`src/bzcfg_pkg.sv`:
```
`default_nettype none
package bzcfg_pkg;
  // Register offsets
  localparam logic [7:0] ADDR_LOW_DRIVE_CFG  = 8'h1a;
  localparam logic [7:0] ADDR_MAIN_IMP_CFG   = 8'h18;
  localparam logic [7:0] ADDR_GENERAL_CFG    = 8'h10;
  localparam logic [7:0] ADDR_RESYNC_CMD     = 8'h09;
  localparam logic [7:0] ADDR_STATUS         = 8'h30;
  localparam logic [7:0] ADDR_FREQ_HZ        = 8'h31;
  localparam logic [7:0] ADDR_LPF_MHZ        = 8'h32;
  localparam logic [7:0] ADDR_LOW_CURR_NA    = 8'h33;

  localparam int DATA_W = 24;

  // Low-current register fields
  localparam int LC_RANGE_BIT  = 23;
  localparam int LC_DOUBLE_BIT = 19;
  localparam int LC_TLEN_BIT   = 14;
  localparam int LC_TLV_LSB    = 12;
  localparam int LC_CMRES_LSB  = 4;
  localparam int LC_MAG_LSB    = 0;
  localparam logic [23:0] LC_DEFINED_MASK = 24'h8870ff;
  localparam logic [23:0] LC_RESET        = 24'h000055;

  // Main config fields
  localparam int MC_RATE_BIT  = 23;
  localparam int MC_LPF_LSB   = 12;
  localparam int MC_FREQ_LSB  = 8;
  localparam int MC_MAG_LSB   = 4;
  localparam logic [23:0] MC_DEFINED_MASK = 24'h8030f0 | 24'h000f00;
  localparam logic [23:0] MC_RESET        = 24'h000800;

  // General config fields
  localparam int GC_MSTR_LSB = 20;
  localparam logic [23:0] GC_DEFINED_MASK = 24'h300000;

  // Status bits
  localparam int ST_LPF_SUBST   = 0;
  localparam int ST_MAG_BAD     = 1;
  localparam int ST_LC_MAG_BAD  = 2;
  localparam int ST_RANGE_BAD   = 3;
  localparam int ST_DISCONT     = 4;
  localparam int ST_LPF_ON      = 5;
  localparam int ST_RATE_SEL    = 6;

  localparam logic [1:0] LPF_BYPASS = 2'h0;
  localparam logic [1:0] LPF_LOW    = 2'h1;
  localparam logic [2:0] MAG_LOW_RANGE = 3'h1;
  localparam logic [3:0] LC_MAG_MAX    = 4'h6;
  localparam logic [15:0] LC_STEP_NA   = 16'h0037;
endpackage
`default_nettype wire

```
`src/bzcfg_top.sv`:
```
// Implementation choice: the strobed register port.
`default_nettype none
// How it works
// - Sample rate follows master clock and rate bit; filter codes 1-3 enable the low-pass, 0 bypasses it.
// - An unsupported rate and filter pair is replaced by the lowest cut-off in the cut-off readback; o_impedance_lowpass_sel keeps the written code.
// - The modulation frequency is looked up from the frequency code and master clock choice.
// - Frequency codes 101x and 11xx all give the lowest modulation frequency.
// - Codes 0001 to 0011 are shifted to reduce crosstalk with the ECG path.
// - A read/write low-current config register sits at offset 0x1a.
// - A main config change may break the sample record, shown by a discontinuity flag.
// - A main config change may alter the sample time step.
// - The resync command restores timing and clears the discontinuity flag.
// - Bit 23 selects high or low drive range; low range needs magnitude code 001.
// - Bit 19 doubles the low-range current.
// - Bits 3:0 set the low-range magnitude, codes 0 to 6 valid.
module bzcfg_top (
  // Clock and reset
  input  wire logic        i_clock,
  input  wire logic        i_reset_n,
  // Register port
  input  wire logic [7:0]  i_addr,
  input  wire logic [23:0] i_wdata,
  input  wire logic        i_wr,
  input  wire logic        i_rd,
  output logic      [23:0] o_rdata,
  // Configuration outputs
  output logic      [1:0]  o_master_clock_select,
  output logic             o_impedance_sample_rate_sel,
  output logic      [1:0]  o_impedance_lowpass_sel,
  output logic             o_lowpass_enable,
  output logic      [23:0] o_modulation_freq_hz,
  output logic      [2:0]  o_drive_magnitude_code,
  output logic             o_drive_range_high_sel,
  output logic             o_low_range_double_sel,
  output logic      [3:0]  o_low_range_magnitude_code,
  output logic      [15:0] o_low_current_na,
  output logic             o_test_load_enable,
  output logic      [1:0]  o_test_load_value_sel,
  output logic      [3:0]  o_common_mode_resistance_sel,
  // Timing
  output logic             o_resync_pulse,
  output logic             o_step_changed,
  output logic             o_discontinuity
);
  logic [23:0] lc_q, lc_d;
  logic [23:0] mc_q, mc_d;
  logic [23:0] gc_q, gc_d;
  logic [23:0] rdata_q, rdata_d;
  logic        resync_q, resync_d;
  logic        step_q, step_d;
  logic        disc_q, disc_d;
  logic [6:0]  status;
  logic [23:0] freq_hz;
  logic [23:0] freq_q;
  logic [1:0]  lpf_eff;
  logic [15:0] lc_na;
  logic [15:0] lc_na_q;
  logic [23:0] lpf_mhz;
  logic        rate_sel;
  logic [1:0]  mstr;
  logic [2:0]  mag;
  logic [3:0]  fcode;

  // Highest drive magnitude code allowed per frequency code
  function automatic logic [2:0] max_mag(input logic [3:0] code);
    logic [2:0] m;
    m = 3'h1;
    if (code <= 4'h3) begin
      m = 3'h7;
    end else if (code == 4'h4) begin
      m = 3'h6;
    end else if (code == 4'h5) begin
      m = 3'h3;
    end else if (code == 4'h6) begin
      m = 3'h2;
    end
    return m;
  endfunction

  assign mstr     = gc_q[bzcfg_pkg::GC_MSTR_LSB +: 2];
  assign rate_sel = mc_q[bzcfg_pkg::MC_RATE_BIT];
  assign mag      = mc_q[bzcfg_pkg::MC_MAG_LSB +: 3];
  assign fcode    = mc_q[bzcfg_pkg::MC_FREQ_LSB +: 4];

  bzcfg_freq u_freq (
    .i_master_clock_select        (mstr),
    .i_drive_modulation_freq_code (fcode),
    .o_freq_hz                    (freq_hz)
  );

  // At the slow rate only the lowest cut-off is supported
  always_comb begin
    lpf_eff = mc_q[bzcfg_pkg::MC_LPF_LSB +: 2];
    if (rate_sel && lpf_eff != bzcfg_pkg::LPF_BYPASS) begin
      lpf_eff = bzcfg_pkg::LPF_LOW;
    end
  end

  // Cut-off in mHz, scaled by master clock
  always_comb begin
    lpf_mhz = 24'h000000;
    if (lpf_eff != bzcfg_pkg::LPF_BYPASS) begin
      case (mstr)
        2'h0:    lpf_mhz = 24'h001000;
        2'h3:    lpf_mhz = 24'h000f9c;
        default: lpf_mhz = 24'h000fa0;
      endcase
      lpf_mhz = lpf_mhz << (lpf_eff - 2'h1);
    end
  end

  // Low-range current in nA; invalid codes give zero
  always_comb begin
    logic [3:0] c;
    c = lc_q[bzcfg_pkg::LC_MAG_LSB +: 4];
    lc_na = 16'h0000;
    if (c > 4'h0 && c <= bzcfg_pkg::LC_MAG_MAX) begin
      lc_na = (c == 4'h1) ? bzcfg_pkg::LC_STEP_NA
            : 16'((c - 4'h1) * bzcfg_pkg::LC_STEP_NA * 2);
    end
    if (lc_q[bzcfg_pkg::LC_DOUBLE_BIT]) begin
      lc_na = lc_na << 1;
    end
    if (lc_q[bzcfg_pkg::LC_RANGE_BIT]) begin
      lc_na = 16'h0000;
    end
  end

  always_comb begin
    status = 7'h00;
    status[bzcfg_pkg::ST_LPF_SUBST] = (lpf_eff !=
      mc_q[bzcfg_pkg::MC_LPF_LSB +: 2]);
    status[bzcfg_pkg::ST_MAG_BAD]   = (mag > max_mag(fcode));
    status[bzcfg_pkg::ST_LC_MAG_BAD] =
      (lc_q[bzcfg_pkg::LC_MAG_LSB +: 4] > bzcfg_pkg::LC_MAG_MAX);
    status[bzcfg_pkg::ST_RANGE_BAD] = !lc_q[bzcfg_pkg::LC_RANGE_BIT] &&
      (mag != bzcfg_pkg::MAG_LOW_RANGE);
    status[bzcfg_pkg::ST_DISCONT]   = disc_q;
    status[bzcfg_pkg::ST_LPF_ON]    = (lpf_eff != bzcfg_pkg::LPF_BYPASS);
    status[bzcfg_pkg::ST_RATE_SEL]  = rate_sel;
  end

  // Register writes and command handling
  always_comb begin
    logic mc_hit;
    mc_hit   = i_wr && (i_addr == bzcfg_pkg::ADDR_MAIN_IMP_CFG);
    lc_d     = lc_q;
    mc_d     = mc_q;
    gc_d     = gc_q;
    resync_d = i_wr && (i_addr == bzcfg_pkg::ADDR_RESYNC_CMD);
    step_d   = 1'b0;
    disc_d   = disc_q;
    if (i_wr && i_addr == bzcfg_pkg::ADDR_LOW_DRIVE_CFG) begin
      lc_d = i_wdata & bzcfg_pkg::LC_DEFINED_MASK;
    end
    if (mc_hit) begin
      mc_d = i_wdata & bzcfg_pkg::MC_DEFINED_MASK;
    end
    if (i_wr && i_addr == bzcfg_pkg::ADDR_GENERAL_CFG) begin
      gc_d = i_wdata & bzcfg_pkg::GC_DEFINED_MASK;
    end
    // A change in rate or clock moves the time step
    if ((mc_hit && i_wdata[bzcfg_pkg::MC_RATE_BIT] != rate_sel) ||
        (gc_d != gc_q)) begin
      step_d = 1'b1;
    end
    if (resync_d) begin
      disc_d = 1'b0;
    end
    // Set wins over the resync clear in the same cycle
    if (mc_hit) begin
      disc_d = 1'b1;
    end
  end

  // Read data, one cycle after the strobe; unmapped reads zero
  always_comb begin
    rdata_d = 24'h000000;
    if (i_rd) begin
      case (i_addr)
        bzcfg_pkg::ADDR_LOW_DRIVE_CFG: rdata_d = lc_q;
        bzcfg_pkg::ADDR_MAIN_IMP_CFG:  rdata_d = mc_q;
        bzcfg_pkg::ADDR_GENERAL_CFG:   rdata_d = gc_q;
        bzcfg_pkg::ADDR_STATUS:        rdata_d = {17'h00000, status};
        bzcfg_pkg::ADDR_FREQ_HZ:       rdata_d = freq_hz;
        bzcfg_pkg::ADDR_LPF_MHZ:       rdata_d = lpf_mhz;
        bzcfg_pkg::ADDR_LOW_CURR_NA:   rdata_d = {8'h00, lc_na};
        default:                       rdata_d = 24'h000000;
      endcase
    end
  end

  always_ff @(posedge i_clock) begin
    if (!i_reset_n) begin
      lc_q     <= bzcfg_pkg::LC_RESET;
      mc_q     <= bzcfg_pkg::MC_RESET;
      gc_q     <= 24'h000000;
      rdata_q  <= 24'h000000;
      resync_q <= 1'b0;
      step_q   <= 1'b0;
      disc_q   <= 1'b0;
      freq_q   <= 24'h000000;
    end else begin
      lc_q     <= lc_d;
      mc_q     <= mc_d;
      gc_q     <= gc_d;
      rdata_q  <= rdata_d;
      resync_q <= resync_d;
      step_q   <= step_d;
      disc_q   <= disc_d;
      freq_q   <= freq_hz;
    end
  end

  // Outputs straight from registers
  assign o_rdata                      = rdata_q;
  assign o_master_clock_select        = gc_q[bzcfg_pkg::GC_MSTR_LSB +: 2];
  assign o_impedance_sample_rate_sel  = mc_q[bzcfg_pkg::MC_RATE_BIT];
  assign o_impedance_lowpass_sel      = mc_q[bzcfg_pkg::MC_LPF_LSB +: 2];
  assign o_lowpass_enable             = mc_q[bzcfg_pkg::MC_LPF_LSB +: 2] != 2'h0;
  assign o_modulation_freq_hz         = freq_q;
  assign o_drive_magnitude_code       = mc_q[bzcfg_pkg::MC_MAG_LSB +: 3];
  assign o_drive_range_high_sel       = lc_q[bzcfg_pkg::LC_RANGE_BIT];
  assign o_low_range_double_sel       = lc_q[bzcfg_pkg::LC_DOUBLE_BIT];
  assign o_low_range_magnitude_code   = lc_q[bzcfg_pkg::LC_MAG_LSB +: 4];
  assign o_low_current_na             = 16'h0000 | lc_na_q;
  assign o_test_load_enable           = lc_q[bzcfg_pkg::LC_TLEN_BIT];
  assign o_test_load_value_sel        = lc_q[bzcfg_pkg::LC_TLV_LSB +: 2];
  assign o_common_mode_resistance_sel = lc_q[bzcfg_pkg::LC_CMRES_LSB +: 4];
  assign o_resync_pulse               = resync_q;
  assign o_step_changed               = step_q;
  assign o_discontinuity              = disc_q;

  // Registered, so the current figure lags the other low-current outputs by one cycle
  always_ff @(posedge i_clock) begin
    if (!i_reset_n) begin
      lc_na_q <= 16'h0000;
    end else begin
      lc_na_q <= lc_na;
    end
  end
endmodule
`default_nettype wire

```
`src/bzcfg_freq.sv`:
```
`default_nettype none
// Modulation frequency lookup in Hz
module bzcfg_freq (
  // Selection
  input  wire logic [1:0]  i_master_clock_select,
  input  wire logic [3:0]  i_drive_modulation_freq_code,
  // Result
  output logic      [23:0] o_freq_hz
);
  always_comb begin
    o_freq_hz = 24'h000000;
    case (i_drive_modulation_freq_code)
      4'h0: begin
        case (i_master_clock_select)
          2'h0:    o_freq_hz = 24'h020000;
          2'h3:    o_freq_hz = 24'h01f380;
          default: o_freq_hz = 24'h01f400;
        endcase
      end
      // Offset codes keep the drive away from the ECG band
      4'h1: begin
        o_freq_hz = (i_master_clock_select == 2'h1 ||
                     i_master_clock_select == 2'h2) ? 24'h013880
                                                   : 24'h014000;
      end
      4'h2: begin
        o_freq_hz = (i_master_clock_select == 2'h1 ||
                     i_master_clock_select == 2'h2) ? 24'h009c40
                                                   : 24'h00a000;
      end
      4'h3: begin
        o_freq_hz = (i_master_clock_select == 2'h1 ||
                     i_master_clock_select == 2'h2) ? 24'h004574
                                                   : 24'h00471c;
      end
      4'h4: begin
        case (i_master_clock_select)
          2'h0:    o_freq_hz = 24'h002000;
          2'h3:    o_freq_hz = 24'h001f38;
          default: o_freq_hz = 24'h001f40;
        endcase
      end
      4'h5: begin
        case (i_master_clock_select)
          2'h0:    o_freq_hz = 24'h001000;
          2'h3:    o_freq_hz = 24'h000f9c;
          default: o_freq_hz = 24'h000fa0;
        endcase
      end
      4'h6: begin
        case (i_master_clock_select)
          2'h0:    o_freq_hz = 24'h000800;
          2'h3:    o_freq_hz = 24'h0007ce;
          default: o_freq_hz = 24'h0007d0;
        endcase
      end
      4'h7: begin
        case (i_master_clock_select)
          2'h0:    o_freq_hz = 24'h000400;
          2'h3:    o_freq_hz = 24'h0003e7;
          default: o_freq_hz = 24'h0003e8;
        endcase
      end
      4'h8: begin
        o_freq_hz = (i_master_clock_select == 2'h0) ? 24'h000200
                                                   : 24'h0001f4;
      end
      4'h9: begin
        o_freq_hz = (i_master_clock_select == 2'h0) ? 24'h000100
                                                   : 24'h0000fa;
      end
      default: begin
        o_freq_hz = (i_master_clock_select == 2'h0) ? 24'h000080
                                                   : 24'h00007d;
      end
    endcase
  end
endmodule
`default_nettype wire

```
`config.mk`:
```
export PLATFORM = sky130hd
export DESIGN_NAME = bzcfg_top
export DESIGN_NICKNAME = d
export VERILOG_FILES = /design/src/bzcfg_pkg.sv /design/src/bzcfg_top.sv /design/src/bzcfg_freq.sv
export SDC_FILE = /design/constraint.sdc
export NUM_CORES = 1
export LEC_CHECK = 0
export BUFFER_PORTS_ARGS = -buffer_cell sky130_fd_sc_hd__buf_2
export CAP_MARGIN = 10
export CORE_AREA = 2 2 132 134
export CTS_BUF_LIST = sky130_fd_sc_hd__clkbuf_8
export DETAILED_ROUTE_END_ITERATION = 7
export DIE_AREA = 0 0 134 136
export PLACE_DENSITY = 0.56
export SLEW_MARGIN = 20
export SYNTH_ARGS = -nofsm -noshare
export SYNTH_HDL_FRONTEND = slang
export SYNTH_SLANG_ARGS = --single-unit
export TNS_END_PERCENT = 50
```
`constraint.sdc`:
```
create_clock -name i_clock -period 3.82 [get_ports i_clock]
set_input_delay 0.764 -clock i_clock [delete_from_list [all_inputs] [get_ports i_clock]]
set_output_delay 0.764 -clock i_clock [all_outputs]
set_load 0.005 [all_outputs]
```
==> metrics.md, run 1 <==
| Metric | Value |
|---|---|
| Routed length per placed instance | `17.25 um` |
| Post-synthesis sequential area ratio | `37.01%` |
| # IOs | `125` |
| Switching Fraction | `roughly 26%` |
| Sequential share of power | `58.3%` |
| Max-cap violation count | `0` |
| Hold_ws | `0.4613 ns` |
| Vias in the first global route | `about 5000` |
| Critical-path maximum fanout | `4` |
| First-pass GRT wire length | `27210 um` |
| Slowest stage delay, CP | `about 0.48 ns` |
| Max transition margin | `between 20% and 30%` |
| Comb pwr share | `4.6%` |
| Req. time, crit path | `about 4.2 ns` |
| Area Growth Syn to Fin | `18.20%` |
| Register area | `approximately 0.0021 mm^2` |
| Post-synth top area share | `37.01%` |
| Yosys top cell by area | `dfxtp_1` |
| Share of power burned in the clock network | `a little under two fifths` |
| DRC Markers | `0` |
| H-tree levels | `3` |
| FMAX | `275.3 MHz` |
| PnR worst setup slack | `0.1880 ns` |
| Synth area leaders | `dfxtp_1 (37%), ha_1 (6.9%), nand2_1 (5.8%)` |
| Clk slew on worst S/H paths | `0.11 ns` |
| Final Setup Violations | `0` |
| Dpl ws | `0.01750 ns` |
| R2R cell count | `18` |
| Starting density of the core | `about a third` |
| Net Sw Power | `0.0004956 W` |
| P per Cell Area | `approximately 280 mW/mm^2` |
| Hold Crit Start | `mc_q[7]` |
| R2r setup slk | `0.19 ns` |
| Crit path time final | `3.632 ns` |
| Die ar. | `around 0.018 mm^2` |
| EDFF count, synth | `0` |
| Final period util | `95.08%` |
| N_diodes | `0` |
| Syn_area_per_cell | `8.245 um^2` |
| Top post-synthesis cells by count | `dfxtp_1 (107), nand2_1 (89), a21oi_1 (52)` |
| Skew final | `about 0.025 ns` |
| Critical path destination | `o_rdata[12]` |
| Worst-margin pin slew | `~1.1 ns` |
| Asr flop ratio synth | `0%` |
| Pin count of the biggest net entering global routing | `44` |
| Slew Limit Fails | `0` |
| CTS Buf Count | `9` |
| Gpl congestion | `0.8928` |
| Crit. End Element | `register` |
| Port buffer count | `113` |
| Hold Violations, Final | `0` |
| DP Wirelength | `13380 um` |
| Vias | `5342` |
| Yosys warning count | `0` |
| Routed wire length | `17700 um` |
| TritonRoute pass-1 iters | `5` |
| Cells along the critical path | `inv_2, ha_1, a21boi_2, xnor2_2, buf_4, inv_1, ha_1, inv_1, ha_1, a21o_1, fa_1, ha_4, o211ai_1, o211ai_1, o211ai_1, xnor2_1, a211o_1, a31oi_1` |
| CTS tree | `done` |
| Width of the die | `134 um` |
| Die height | `136 um` |
| Synth cell types | `69` |
| Top_reg_cell synth | `dfxtp_1` |
| Nets@finish | `about 870` |
| Vias per inst | `approximately 5.2` |
| Critical path type | `reg -> reg` |
| Total track usage | `19.32%` |
| Count leader, synth | `dfxtp_1` |
| R2r endpoint | `o_rdata[12]` |
| Critical Path AT | `a little under 4 ns` |
| First-iteration detailed-routing DRC count | `570` |
| Int Pwr | `0.001427 W` |
| Clock Tree Root | `clkbuf_8` |
| Fillcell total | `1740` |
| Post-DRT Antenna Nets | `0` |
| Hold Path Class | `reg -> reg` |
| Flops & latches, synth | `107` |
| Clk Latency, worst-skew pair | `0.40 ns` |
| Clock sinks | `107` |
| Share of layout cells above drive strength 1 | `23.10%` |
| Status | `completed` |
| Post-synthesis cell count | `702` |
| Startpoint Class | `register` |
| Cell area after synthesis | `0.005788 mm^2` |
| Worst vdd ir | `0.1411 mV` |
| Critical path's slowest cell | `fa_1` |
| Lkg Pwr | `about 3 nW` |
| Site row count | `48` |
| Multi-input combinational cell area | `about 0.0033 mm^2` |
| CTS max path bufs | `2` |
| Worst Setup SP | `lc_q[1]` |
| Gr ovfl total | `0` |
| Crit Reg-Reg Startpoint | `lc_q[1]` |
| Core ar. | `0.01688 mm^2` |
| Initial antenna violation count | `0` |
[layout make-up]
cell class | instances | area share (%)
inverters | 34 | 1.865
clock inverters | 6 | 0.9144
clock buffers | 10 | 2.012
repair buffers | 139 | 11.12
flip-flops and latches | 107 | 31.35
well taps | 225 | 4.115
multi-input cells | 505 | 48.63
[flip-flops by register name, summed over array words and instances, names as in the netlist]
| signal | flops |
|---|---|
| o_rdata | 24 |
| o_resync_pulse | 1 |
| o_low_current_na | 14 |
| lc_q | 13 |
| o_modulation_freq_hz | 18 |
| o_discontinuity | 1 |
| gc_q | 24 |
| o_step_changed | 1 |
| mc_q | 11 |
[cells in the final DEF, fill, tap and decap left out, types with 21 or more instances in the layout]
master     n
buf_2    113
dfxtp_1  105
nand2_1   89
a21oi_1   51
nor2_1    48
inv_1     31
ha_1      27
and3_1    26
buf_4     26
o21ai_0   21
[worst max-delay path, delay by kind of cell (launching register included)]
family	cells	cell delay, ns
buffers and inverters	4	0.34
xor gates and xnor gates	2	0.32
DFF	1	0.35
adders and majority gates	5	1.30
AOI/OAI and AO/OA	7	1.27
[worst min-delay path by stage]
stage          depth (start not counted)        to
2_1_floorplan                          2   mc_q[7]
3_3_place_gp                           2   mc_q[7]
3_5_place_dp                           2   mc_q[7]
4_1_cts                                2   mc_q[7]
5_1_grt                                2  lc_q[12]
6_report                               2   mc_q[7]
[cells by family after synthesis]
family                   share of synthesized area, %
AND/OR/NAND/NOR                                 22.76
other                                         0.06479
adder cells (fa/ha/maj)                         8.647
buffers and inverters                           7.696
AO/OA/AOI/OAI                                   18.40
XOR/XNOR                                        2.421
multiplexers                                    3.005
flip-flops                                      37.01
[stage by stage]
| stage | cells | setup TNS, ns | power, W | util, % | cell area (um^2) |
|---|---|---|---|---|---|
| after floorplan | 707 | 0 | 0.001194 | - | 5816 |
| after global placement | 1009 | 0 | 0.001233 | 38.69 | 6529 |
| after detailed placement | 1009 | 0 | 0.001232 | 38.69 | 6529 |
| after CTS | 1025 | 0 | 0.001942 | 39.87 | 6729 |
| after global routing | 1026 | -0.003539 | 0.001991 | 40.54 | 6842 |
| final | 1026 | 0 | 0.001923 | 40.54 | 6842 |
[repair_timing]
action	CTS	global route
resized for setup	1	22
buffers inserted	0	1
endpoints found under the setup margin	1	10
hold buffers	0	0
pin swaps	0	9
[power groups by stage]
stage               clock (W)  sequential [W]  combinational (W)
finish               0.000713         0.00112          0.0000879
global route         0.000774         0.00112          0.0000951
CTS                  0.000735         0.00112          0.0000858
detailed placement          0         0.00115          0.0000855
global placement            0         0.00115          0.0000858
floorplan                   0         0.00115          0.0000470
[layer usage]
metal / routed length (um) / vias up / track usage, %
met5: 0 / - / 0
met4: 391 / 0 / 6.383
met3: 1075 / 30 / 4.101
met2: 8064 / 185 / 30.60
met1: 8171 / 2493 / 26.20
li1: - / 2634 / -
No activity file was read; power rests on OpenSTA's default activity.
==> inputs of run 2 (changes only) <==
--- a/config.mk
+++ b/config.mk
@@ -5,13 +5,15 @@
 export SDC_FILE = /design/constraint.sdc
 export NUM_CORES = 1
 export LEC_CHECK = 0
+export ABC_AREA = 1
+export ABC_CLOCK_PERIOD_IN_PS = 3820
 export BUFFER_PORTS_ARGS = -buffer_cell sky130_fd_sc_hd__buf_2
 export CAP_MARGIN = 10
-export CORE_AREA = 2 2 132 134
+export CORE_AREA = 2 2 135 137
 export CTS_BUF_LIST = sky130_fd_sc_hd__clkbuf_8
 export DETAILED_ROUTE_END_ITERATION = 7
-export DIE_AREA = 0 0 134 136
-export PLACE_DENSITY = 0.56
+export DIE_AREA = 0 0 137 139
+export PLACE_DENSITY = 0.55
 export SLEW_MARGIN = 20
 export SYNTH_ARGS = -nofsm -noshare
 export SYNTH_HDL_FRONTEND = slang
==> metrics.md, run 2 <==
| Metric | Value |
|---|---|
| Status | `completed (unchanged)` |
| H-tree levels | `3 (unchanged)` |
| Hold Crit Start | `gc_q[13] (was mc_q[7])` |
| CTS tree | `done (unchanged)` |
| Vias | `5884 (was 5342)` |
| Vias per inst | `4.839 (was 5.207)` |
| Lkg Pwr | `3.569 nW (was 3.000 nW)` |
| Vias in the first global route | `5309 (was 5015)` |
| Routed length per placed instance | `15.08 um (was 17.25 um)` |
| Crit path max-delay family | `adder cells (unchanged)` |
| Worst Setup SP | `lc_q[1] (unchanged)` |
| Starting density of the core | `34.07% (was 34.30%)` |
| Most frequent cells in the layout | `nand2_1 (171), inv_1 (123), nor2_1 (121) (was buf_2 (113), dfxtp_1 (105), nand2_1 (89))` |
| Hold_ws | `0.4693 ns (was 0.4613 ns)` |
| Gpl congestion | `0.9076 (was 0.8928)` |
| Initial antenna violation count | `0 (unchanged)` |
| R2r setup slk | `0.23 ns (was 0.19 ns)` |
| Commonest non-fill, non-tap cell in the layout | `nand2_1 (was buf_2)` |
| Critical path buffers and inverters | `2 (was 4)` |
| First-pass GRT wire length | `28230 um (was 27210 um)` |
| Post-DRT Antenna Nets | `0 (unchanged)` |
| Total track usage | `19.24% (was 19.32%)` |
| First-iteration detailed-routing DRC count | `291 (was 570)` |
| Yosys top cell by area | `dfxtp_1 (unchanged)` |
| Synth cell types | `42 (was 69)` |
| Post-synth top area share | `35.61% (was 37.01%)` |
| Die ar. | `0.01904 mm^2 (was 0.01822 mm^2)` |
| Startpoint Class | `register (unchanged)` |
| Critical path type | `reg -> reg (unchanged)` |
| # IOs | `125 (unchanged)` |
| Width of the die | `137 um (was 134 um)` |
| Hold Path Class | `reg -> reg (unchanged)` |
| PnR worst setup slack | `0.2327 ns (was 0.1880 ns)` |
| Skew final | `0.01880 ns (was 0.02493 ns)` |
| Count leader, synth | `nand2_1 (was dfxtp_1)` |
| Clk slew on worst S/H paths | `0.10 ns (was 0.11 ns)` |
| TritonRoute pass-1 iters | `5 (unchanged)` |
| Slew Limit Fails | `0 (unchanged)` |
| Hold Violations, Final | `0 (unchanged)` |
| Gr ovfl total | `0 (unchanged)` |
| Critical-path maximum fanout | `6 (was 4)` |
| Crit path time final | `3.587 ns (was 3.632 ns)` |
| Crit. End Element | `register (unchanged)` |
| Critical path's slowest cell | `fa_1 (unchanged)` |
| N_diodes | `0 (unchanged)` |
| Final Setup Violations | `0 (unchanged)` |
| Critical path destination | `o_rdata[14] (was o_rdata[12])` |
| Req. time, crit path | `4.13 ns (was 4.15 ns)` |
| Final period util | `93.91% (was 95.08%)` |
| Most used cell, CP | `nand2_1` |
| P per Cell Area | `286.5 mW/mm^2 (was 281.0 mW/mm^2)` |
| Clk Latency, worst-skew pair | `0.40 ns (about the same)` |
| Worst-margin pin slew | `0.9956 ns (was 1.060 ns)` |
| Yosys warning count | `0 (unchanged)` |
| Top_reg_cell synth | `dfxtp_1 (unchanged)` |
| Worst vdd ir | `0.1914 mV (was 0.1411 mV)` |
| Cells along the critical path | `inv_4, ha_1, nand2_1, nand2_1, xor2_1, inv_1, ha_1, ha_1, fa_1, ha_2, fa_2, nand2_1, nand3_2, nand3_1, nand2_1, nand2_1, and2_1, nand4_1, a21oi_1 (was inv_2, ha_1, a21boi_2, xnor2_2, buf_4, inv_1, ha_1, inv_1, ha_1, a21o_1, fa_1, ha_4, o211ai_1, o211ai_1, o211ai_1, xnor2_1, a211o_1, a31oi_1)` |
| Site row count | `49 (was 48)` |
| Post-route cell area | `0.007037 mm^2 (was 0.006842 mm^2)` |
| Clock Tree Root | `clkbuf_8 (unchanged)` |
| Slowest stage delay, CP | `0.46 ns (was 0.48 ns)` |
| Max transition margin | `33.53% (was 29.24%)` |
| Synth area leaders | `dfxtp_1 (36%), nand2_1 (11%), inv_1 (7.7%) (was dfxtp_1 (37%), ha_1 (6.9%), nand2_1 (5.8%))` |
| Area Growth Syn to Fin | `16.97% (was 18.20%)` |
| Share of layout cells above drive strength 1 | `18.24% (was 23.10%)` |
| Dpl ws | `0.05890 ns (was 0.01750 ns)` |
| Syn_area_per_cell | `6.867 um^2 (was 8.245 um^2)` |
| Pin count of the biggest net entering global routing | `55 (was 44)` |
| Port buffer count | `113 (unchanged)` |
| Core ar. | `0.01766 mm^2 (was 0.01688 mm^2)` |
| FMAX | `278.8 MHz (was 275.3 MHz)` |
| Top post-synthesis cells by count | `nand2_1 (171), inv_1 (124), nor2_1 (121) (was dfxtp_1 (107), nand2_1 (89), a21oi_1 (52))` |
| DRC Markers | `0 (unchanged)` |
| Post-synthesis cell count | `876 (was 702)` |
| Clock sinks | `107 (unchanged)` |
| Flops & latches, synth | `107 (unchanged)` |
| Post-synthesis sequential area ratio | `35.61% (was 37.01%)` |
| Cell area after synthesis | `0.006016 mm^2 (was 0.005788 mm^2)` |
| Critical Path AT | `3.90 ns (was 3.96 ns)` |
| Crit. path cell count | `19 (was 18)` |
| Max-cap violation count | `0 (unchanged)` |
| EDFF count, synth | `0 (unchanged)` |
| Post-DP Area | `0.006771 mm^2 (was 0.006529 mm^2)` |
| Nets@finish | `1055 (was 869)` |
| Crit Reg-Reg Startpoint | `lc_q[1] (unchanged)` |
| Asr flop ratio synth | `0% (unchanged)` |
| DP Wirelength | `14400 um (was 13380 um)` |
| Routed wire length | `18340 um (was 17700 um)` |
| R2R cell count | `19 (was 18)` |
| R2r endpoint | `o_rdata[14] (was o_rdata[12])` |
| Die height | `139 um (was 136 um)` |
| CTS Buf Count | `9 (unchanged)` |
| CTS max path bufs | `2 (unchanged)` |
## run 2: metrics by stage
| stage | utilization [%] | std cells | setup TNS [ns] | power, W |
|---|---|---|---|---|
| floorplan | - | 881 | 0 | 0.001199 |
| global placement | 38.35 | 1198 | 0 | 0.001236 |
| detailed placement | 38.35 | 1198 | 0 | 0.001236 |
| CTS | 39.67 | 1214 | 0 | 0.002043 |
| global route | 39.85 | 1216 | -0.003098 | 0.002093 |
| finish | 39.85 | 1216 | 0 | 0.002016 |
## run 2: worst register-to-register path, cell delays in order (launching register included)
cell and delay (ns):
dfxtp_2 0.36, inv_4 0.05, ha_1 0.18, nand2_1 0.06, nand2_1 0.05, xor2_1 0.17
inv_1 0.08, ha_1 0.32, ha_1 0.30, fa_1 0.46, ha_2 0.21, fa_2 0.35
nand2_1 0.08, nand3_2 0.09, nand3_1 0.10, nand2_1 0.05, nand2_1 0.08, and2_1 0.14
nand4_1 0.17, a21oi_1 0.19
## run 2: cell type report
class / instances / area (um^2)
clock inverters: 5 / 81.33
flip-flops and latches: 107 / 2143
repair buffers: 131 / 700.7
fillers: 1986 / 10620
inverters: 129 / 486.7
multi-input cells: 604 / 3187
clock buffers: 11 / 151.4
well taps: 229 / 286.5
## run 2: how the worst min path moves through the flow
| stage | to | cells past startpoint |
|---|---|---|
| final | gc_q[13] | 2 |
| after global placement | gc_q[14] | 2 |
| after global routing | o_rdata[22] | 2 |
| after floorplan | mc_q[7] | 2 |
| after detailed placement | gc_q[4] | 2 |
| after CTS | o_rdata[22] | 2 |
## run 2: power breakdown
group | leakage [nW] | switching, W | internal (W) | total [W]
registers | 0.864 | 0.00000200 | 0.00112 | 0.00112
clock network | 0.122 | 0.000398 | 0.000408 | 0.000806
logic | 2.58 | 0.0000595 | 0.0000284 | 0.0000878
## run 2: cell families (layout without fill, tap and decap cells)
group	Yosys count	count (layout)	synth area share, %
and+or+nand+nor	443	443	32.99
DFF	107	107	35.61
adders and majority gates	37	37	8.319
other	1	6	0.06234
xor gates and xnor gates	4	4	0.5825
buffers and inverters	170	276	11.96
AOI/OAI and AO/OA	114	114	10.48
## run 2: per-layer routing
| metal | share of wire [%] | up-vias | global-route usage, % |
|---|---|---|---|
| li1 | - | 3017 | - |
| met1 | 49 | 2699 | 26.93 |
| met2 | 45 | 151 | 30.27 |
| met3 | 4.2 | 17 | 2.522 |
| met4 | 1.5 | 0 | 6.620 |
| met5 | 0 | - | 0 |
## run 2: what timing repair did
| item | 4_1_cts | 5_1_grt |
|---|---|---|
| hold buffers | 0 | 0 |
| buffers inserted | 0 | 2 |
| resized for setup | 0 | 7 |
| setup endpoints to repair | 0 | 16 |
==> inputs of run 3 (changes only) <==
--- a/config.mk
+++ b/config.mk
@@ -6,14 +6,14 @@
 export NUM_CORES = 1
 export LEC_CHECK = 0
 export ABC_AREA = 1
-export ABC_CLOCK_PERIOD_IN_PS = 3820
+export ABC_CLOCK_PERIOD_IN_PS = 3600
 export BUFFER_PORTS_ARGS = -buffer_cell sky130_fd_sc_hd__buf_2
 export CAP_MARGIN = 10
 export CORE_AREA = 2 2 135 137
 export CTS_BUF_LIST = sky130_fd_sc_hd__clkbuf_8
 export DETAILED_ROUTE_END_ITERATION = 7
 export DIE_AREA = 0 0 137 139
-export PLACE_DENSITY = 0.55
+export PLACE_DENSITY = 0.53
 export SLEW_MARGIN = 20
 export SYNTH_ARGS = -nofsm -noshare
 export SYNTH_HDL_FRONTEND = slang
==> constraint.sdc (replaced) <==
create_clock -name i_clock -period 3.6 [get_ports i_clock]
set_input_delay 0.72 -clock i_clock [delete_from_list [all_inputs] [get_ports i_clock]]
set_output_delay 0.72 -clock i_clock [all_outputs]
set_load 0.005 [all_outputs]
==> metrics.md, run 3 (synthesis gave the netlist of run 2 again) <==
| Metric | Value |
|---|---|
| Cells along the critical path | `inv_1, ha_2, xnor2_2, inv_1, ha_4, ha_4, fa_1, ha_2, fa_2, nand2_4, nand3_4, nand3_4, nand2_2, nand2_2, and2_4, nand4_1, a21oi_1 (was inv_4, ha_1, nand2_1, nand2_1, xor2_1, inv_1, ha_1, ha_1, fa_1, ha_2, fa_2, nand2_1, nand3_2, nand3_1, nand2_1, nand2_1, and2_1, nand4_1, a21oi_1)` |
| Critical path's slowest cell | `fa_1 (unchanged)` |
| Most frequent cells in the layout | `nand2_1 (157), inv_1 (120), nor2_1 (118) (was nand2_1 (171), inv_1 (123), nor2_1 (121))` |
| Port buffer count | `113 (unchanged)` |
| Pin count of the biggest net entering global routing | `59 (was 55)` |
| Share of layout cells above drive strength 1 | `23.49% (was 18.24%)` |
| Critical-path maximum fanout | `4 (was 6)` |
| Critical path buffers and inverters | `2 (unchanged)` |
| Area Growth Syn to Fin | `21.32% (was 16.97%)` |
| Die ar. | `0.01904 mm^2 (unchanged)` |
| P per Cell Area | `277.8 mW/mm^2 (was 286.5 mW/mm^2)` |
| Status | `completed (unchanged)` |
| Req. time, crit path | `3.92 ns (was 4.13 ns)` |
| Vias | `5893 (was 5884)` |
| # IOs | `125 (unchanged)` |
| Worst vdd ir | `0.1424 mV (was 0.1914 mV)` |
| Die height | `139 um (unchanged)` |
| Starting density of the core | `34.07% (unchanged)` |
| CTS tree | `done (unchanged)` |
| Post-route cell area | `0.007298 mm^2 (was 0.007037 mm^2)` |
| Post-DP Area | `0.006814 mm^2 (was 0.006771 mm^2)` |
| Routed length per placed instance | `15.24 um (was 15.08 um)` |
| Crit. End Element | `register (unchanged)` |
| Crit path time final | `3.414 ns (was 3.587 ns)` |
| First-iteration detailed-routing DRC count | `293 (was 291)` |
| Commonest non-fill, non-tap cell in the layout | `nand2_1 (unchanged)` |
| Clk Latency, worst-skew pair | `0.40 ns (about the same)` |
| Max transition margin | `30.48% (was 33.53%)` |
| Placed insts | `1201 (was 1198)` |
| Vias per inst | `4.826 (was 4.839)` |
| Width of the die | `137 um (unchanged)` |
| Nets@finish | `1060 (was 1055)` |
| Startpoint Class | `register (unchanged)` |
| DRC Markers | `0 (unchanged)` |
| Skew final | `0.01302 ns (was 0.01880 ns)` |
| Final period util | `94.84% (was 93.91%)` |
| DP Wirelength | `14470 um (was 14400 um)` |
| Clock Tree Root | `clkbuf_8 (unchanged)` |
| Max-cap violation count | `0 (unchanged)` |
| Gr ovfl total | `0 (unchanged)` |
| Setup TNS | `0 ns (unchanged)` |
| Vias in the first global route | `5517 (was 5309)` |
| Core ar. | `0.01766 mm^2 (unchanged)` |
| Hold Path Class | `reg -> reg (unchanged)` |
| FMAX | `292.9 MHz (was 278.8 MHz)` |
| CTS max path bufs | `2 (unchanged)` |
| Final Setup Violations | `0 (unchanged)` |
| Initial antenna violation count | `0 (unchanged)` |
| Worst-margin pin slew | `1.041 ns (was 0.9956 ns)` |
| CTS Buf Count | `9 (unchanged)` |
| Post-DRT Antenna Nets | `0 (unchanged)` |
| Critical path type | `reg -> reg (unchanged)` |
| Hold Buf Count CTS | `0 (unchanged)` |
| Site row count | `49 (unchanged)` |
| Slowest stage delay, CP | `0.47 ns (was 0.46 ns)` |
| Total track usage | `19.62% (was 19.24%)` |
| Routed wire length | `18610 um (was 18340 um)` |
| H-tree levels | `3 (unchanged)` |
| Lkg Pwr | `3.614 nW (was 3.569 nW)` |
| Gpl congestion | `0.9033 (was 0.9076)` |
| Clk slew on worst S/H paths | `0.11 ns (was 0.10 ns)` |
| N_diodes | `0 (unchanged)` |
| Clock sinks | `107 (unchanged)` |
| TritonRoute pass-1 iters | `5 (unchanged)` |
| Critical Path AT | `3.74 ns (was 3.90 ns)` |
| Final Non-Filler Cells | `1221 (was 1216)` |
| First-pass GRT wire length | `29040 um (was 28230 um)` |
| Slew Limit Fails | `0 (unchanged)` |
| Crit path max-delay family | `adder cells (unchanged)` |
| Hold Violations, Final | `0 (unchanged)` |
[run 3: cell types whose count changed in the layout (fill, tap and decap cells not counted), sizes merged]
cell | before | now
clkinv | 1 | 4
buf | 131 | 136
bufinv | 2 | 0
inv | 131 | 129
clkinvlp | 0 | 1
[run 3: final timing paths]
kind / start / endpoint / depth (start not counted) / slack (ns)
worst min register to register: gc_q[22] / o_rdata[22] / 2 / 0.46
worst max-delay path: lc_q[0] / o_rdata[14] / 17 / 0.19
worst max register to register: lc_q[0] / o_rdata[14] / 17 / 0.19
worst min-delay path: gc_q[22] / o_rdata[22] / 2 / 0.46
[run 3: through the flow]
step,setup slack (ns),util [%],total power [W],hold slack [ns]
final,0.1856,41.33,0.002027,0.4601
after global placement,-0.01961,38.59,0.001313,0.4473
after floorplan,0.02061,-,0.001273,0.4244
after CTS,0.005821,39.85,0.002051,0.4646
after global routing,-0.02152,41.33,0.002114,0.4908
after detailed placement,-0.07224,38.59,0.001312,0.4490
[run 3: layout make-up]
type	count	area [um^2]
clock inverters	5	45.04
well taps	229	286.5
multi-input cells	604	3445
fillers	1949	10360
inverters	129	486.7
repair buffers	136	738.2
flip-flops and latches	107	2146
clock buffers	11	151.4
[run 3: worst min-delay path, delay by kind of cell (launching register included)]
kind | cells | cell delay [ns]
flops | 1 | 0.33
simple gates | 2 | 0.10
[run 3: per-layer routing]
layer | wire length, um | share of wire [%] | global-route usage (%)
met2 | 8519 | 46 | 31.06
met5 | 0 | 0 | 0
met1 | 8929 | 48 | 27.42
met4 | 235 | 1.3 | 5.155
met3 | 928 | 5.0 | 3.472
[run 3: repair_timing]
item                       in CTS  in global routing
pin swaps                       2                 15
hold endpoints to repair        0                  0
resized for setup               3                 54
setup endpoints to repair       5                 17
buffers inserted                2                  3
[run 3: report_power, final]
| part | switching (W) | total [W] | internal [W] |
|---|---|---|---|
| Clock | 0.000442 | 0.000740 | 0.000298 |
| Sequential | 0.00000236 | 0.00119 | 0.00119 |
| Combinational | 0.0000643 | 0.0000964 | 0.0000322 |
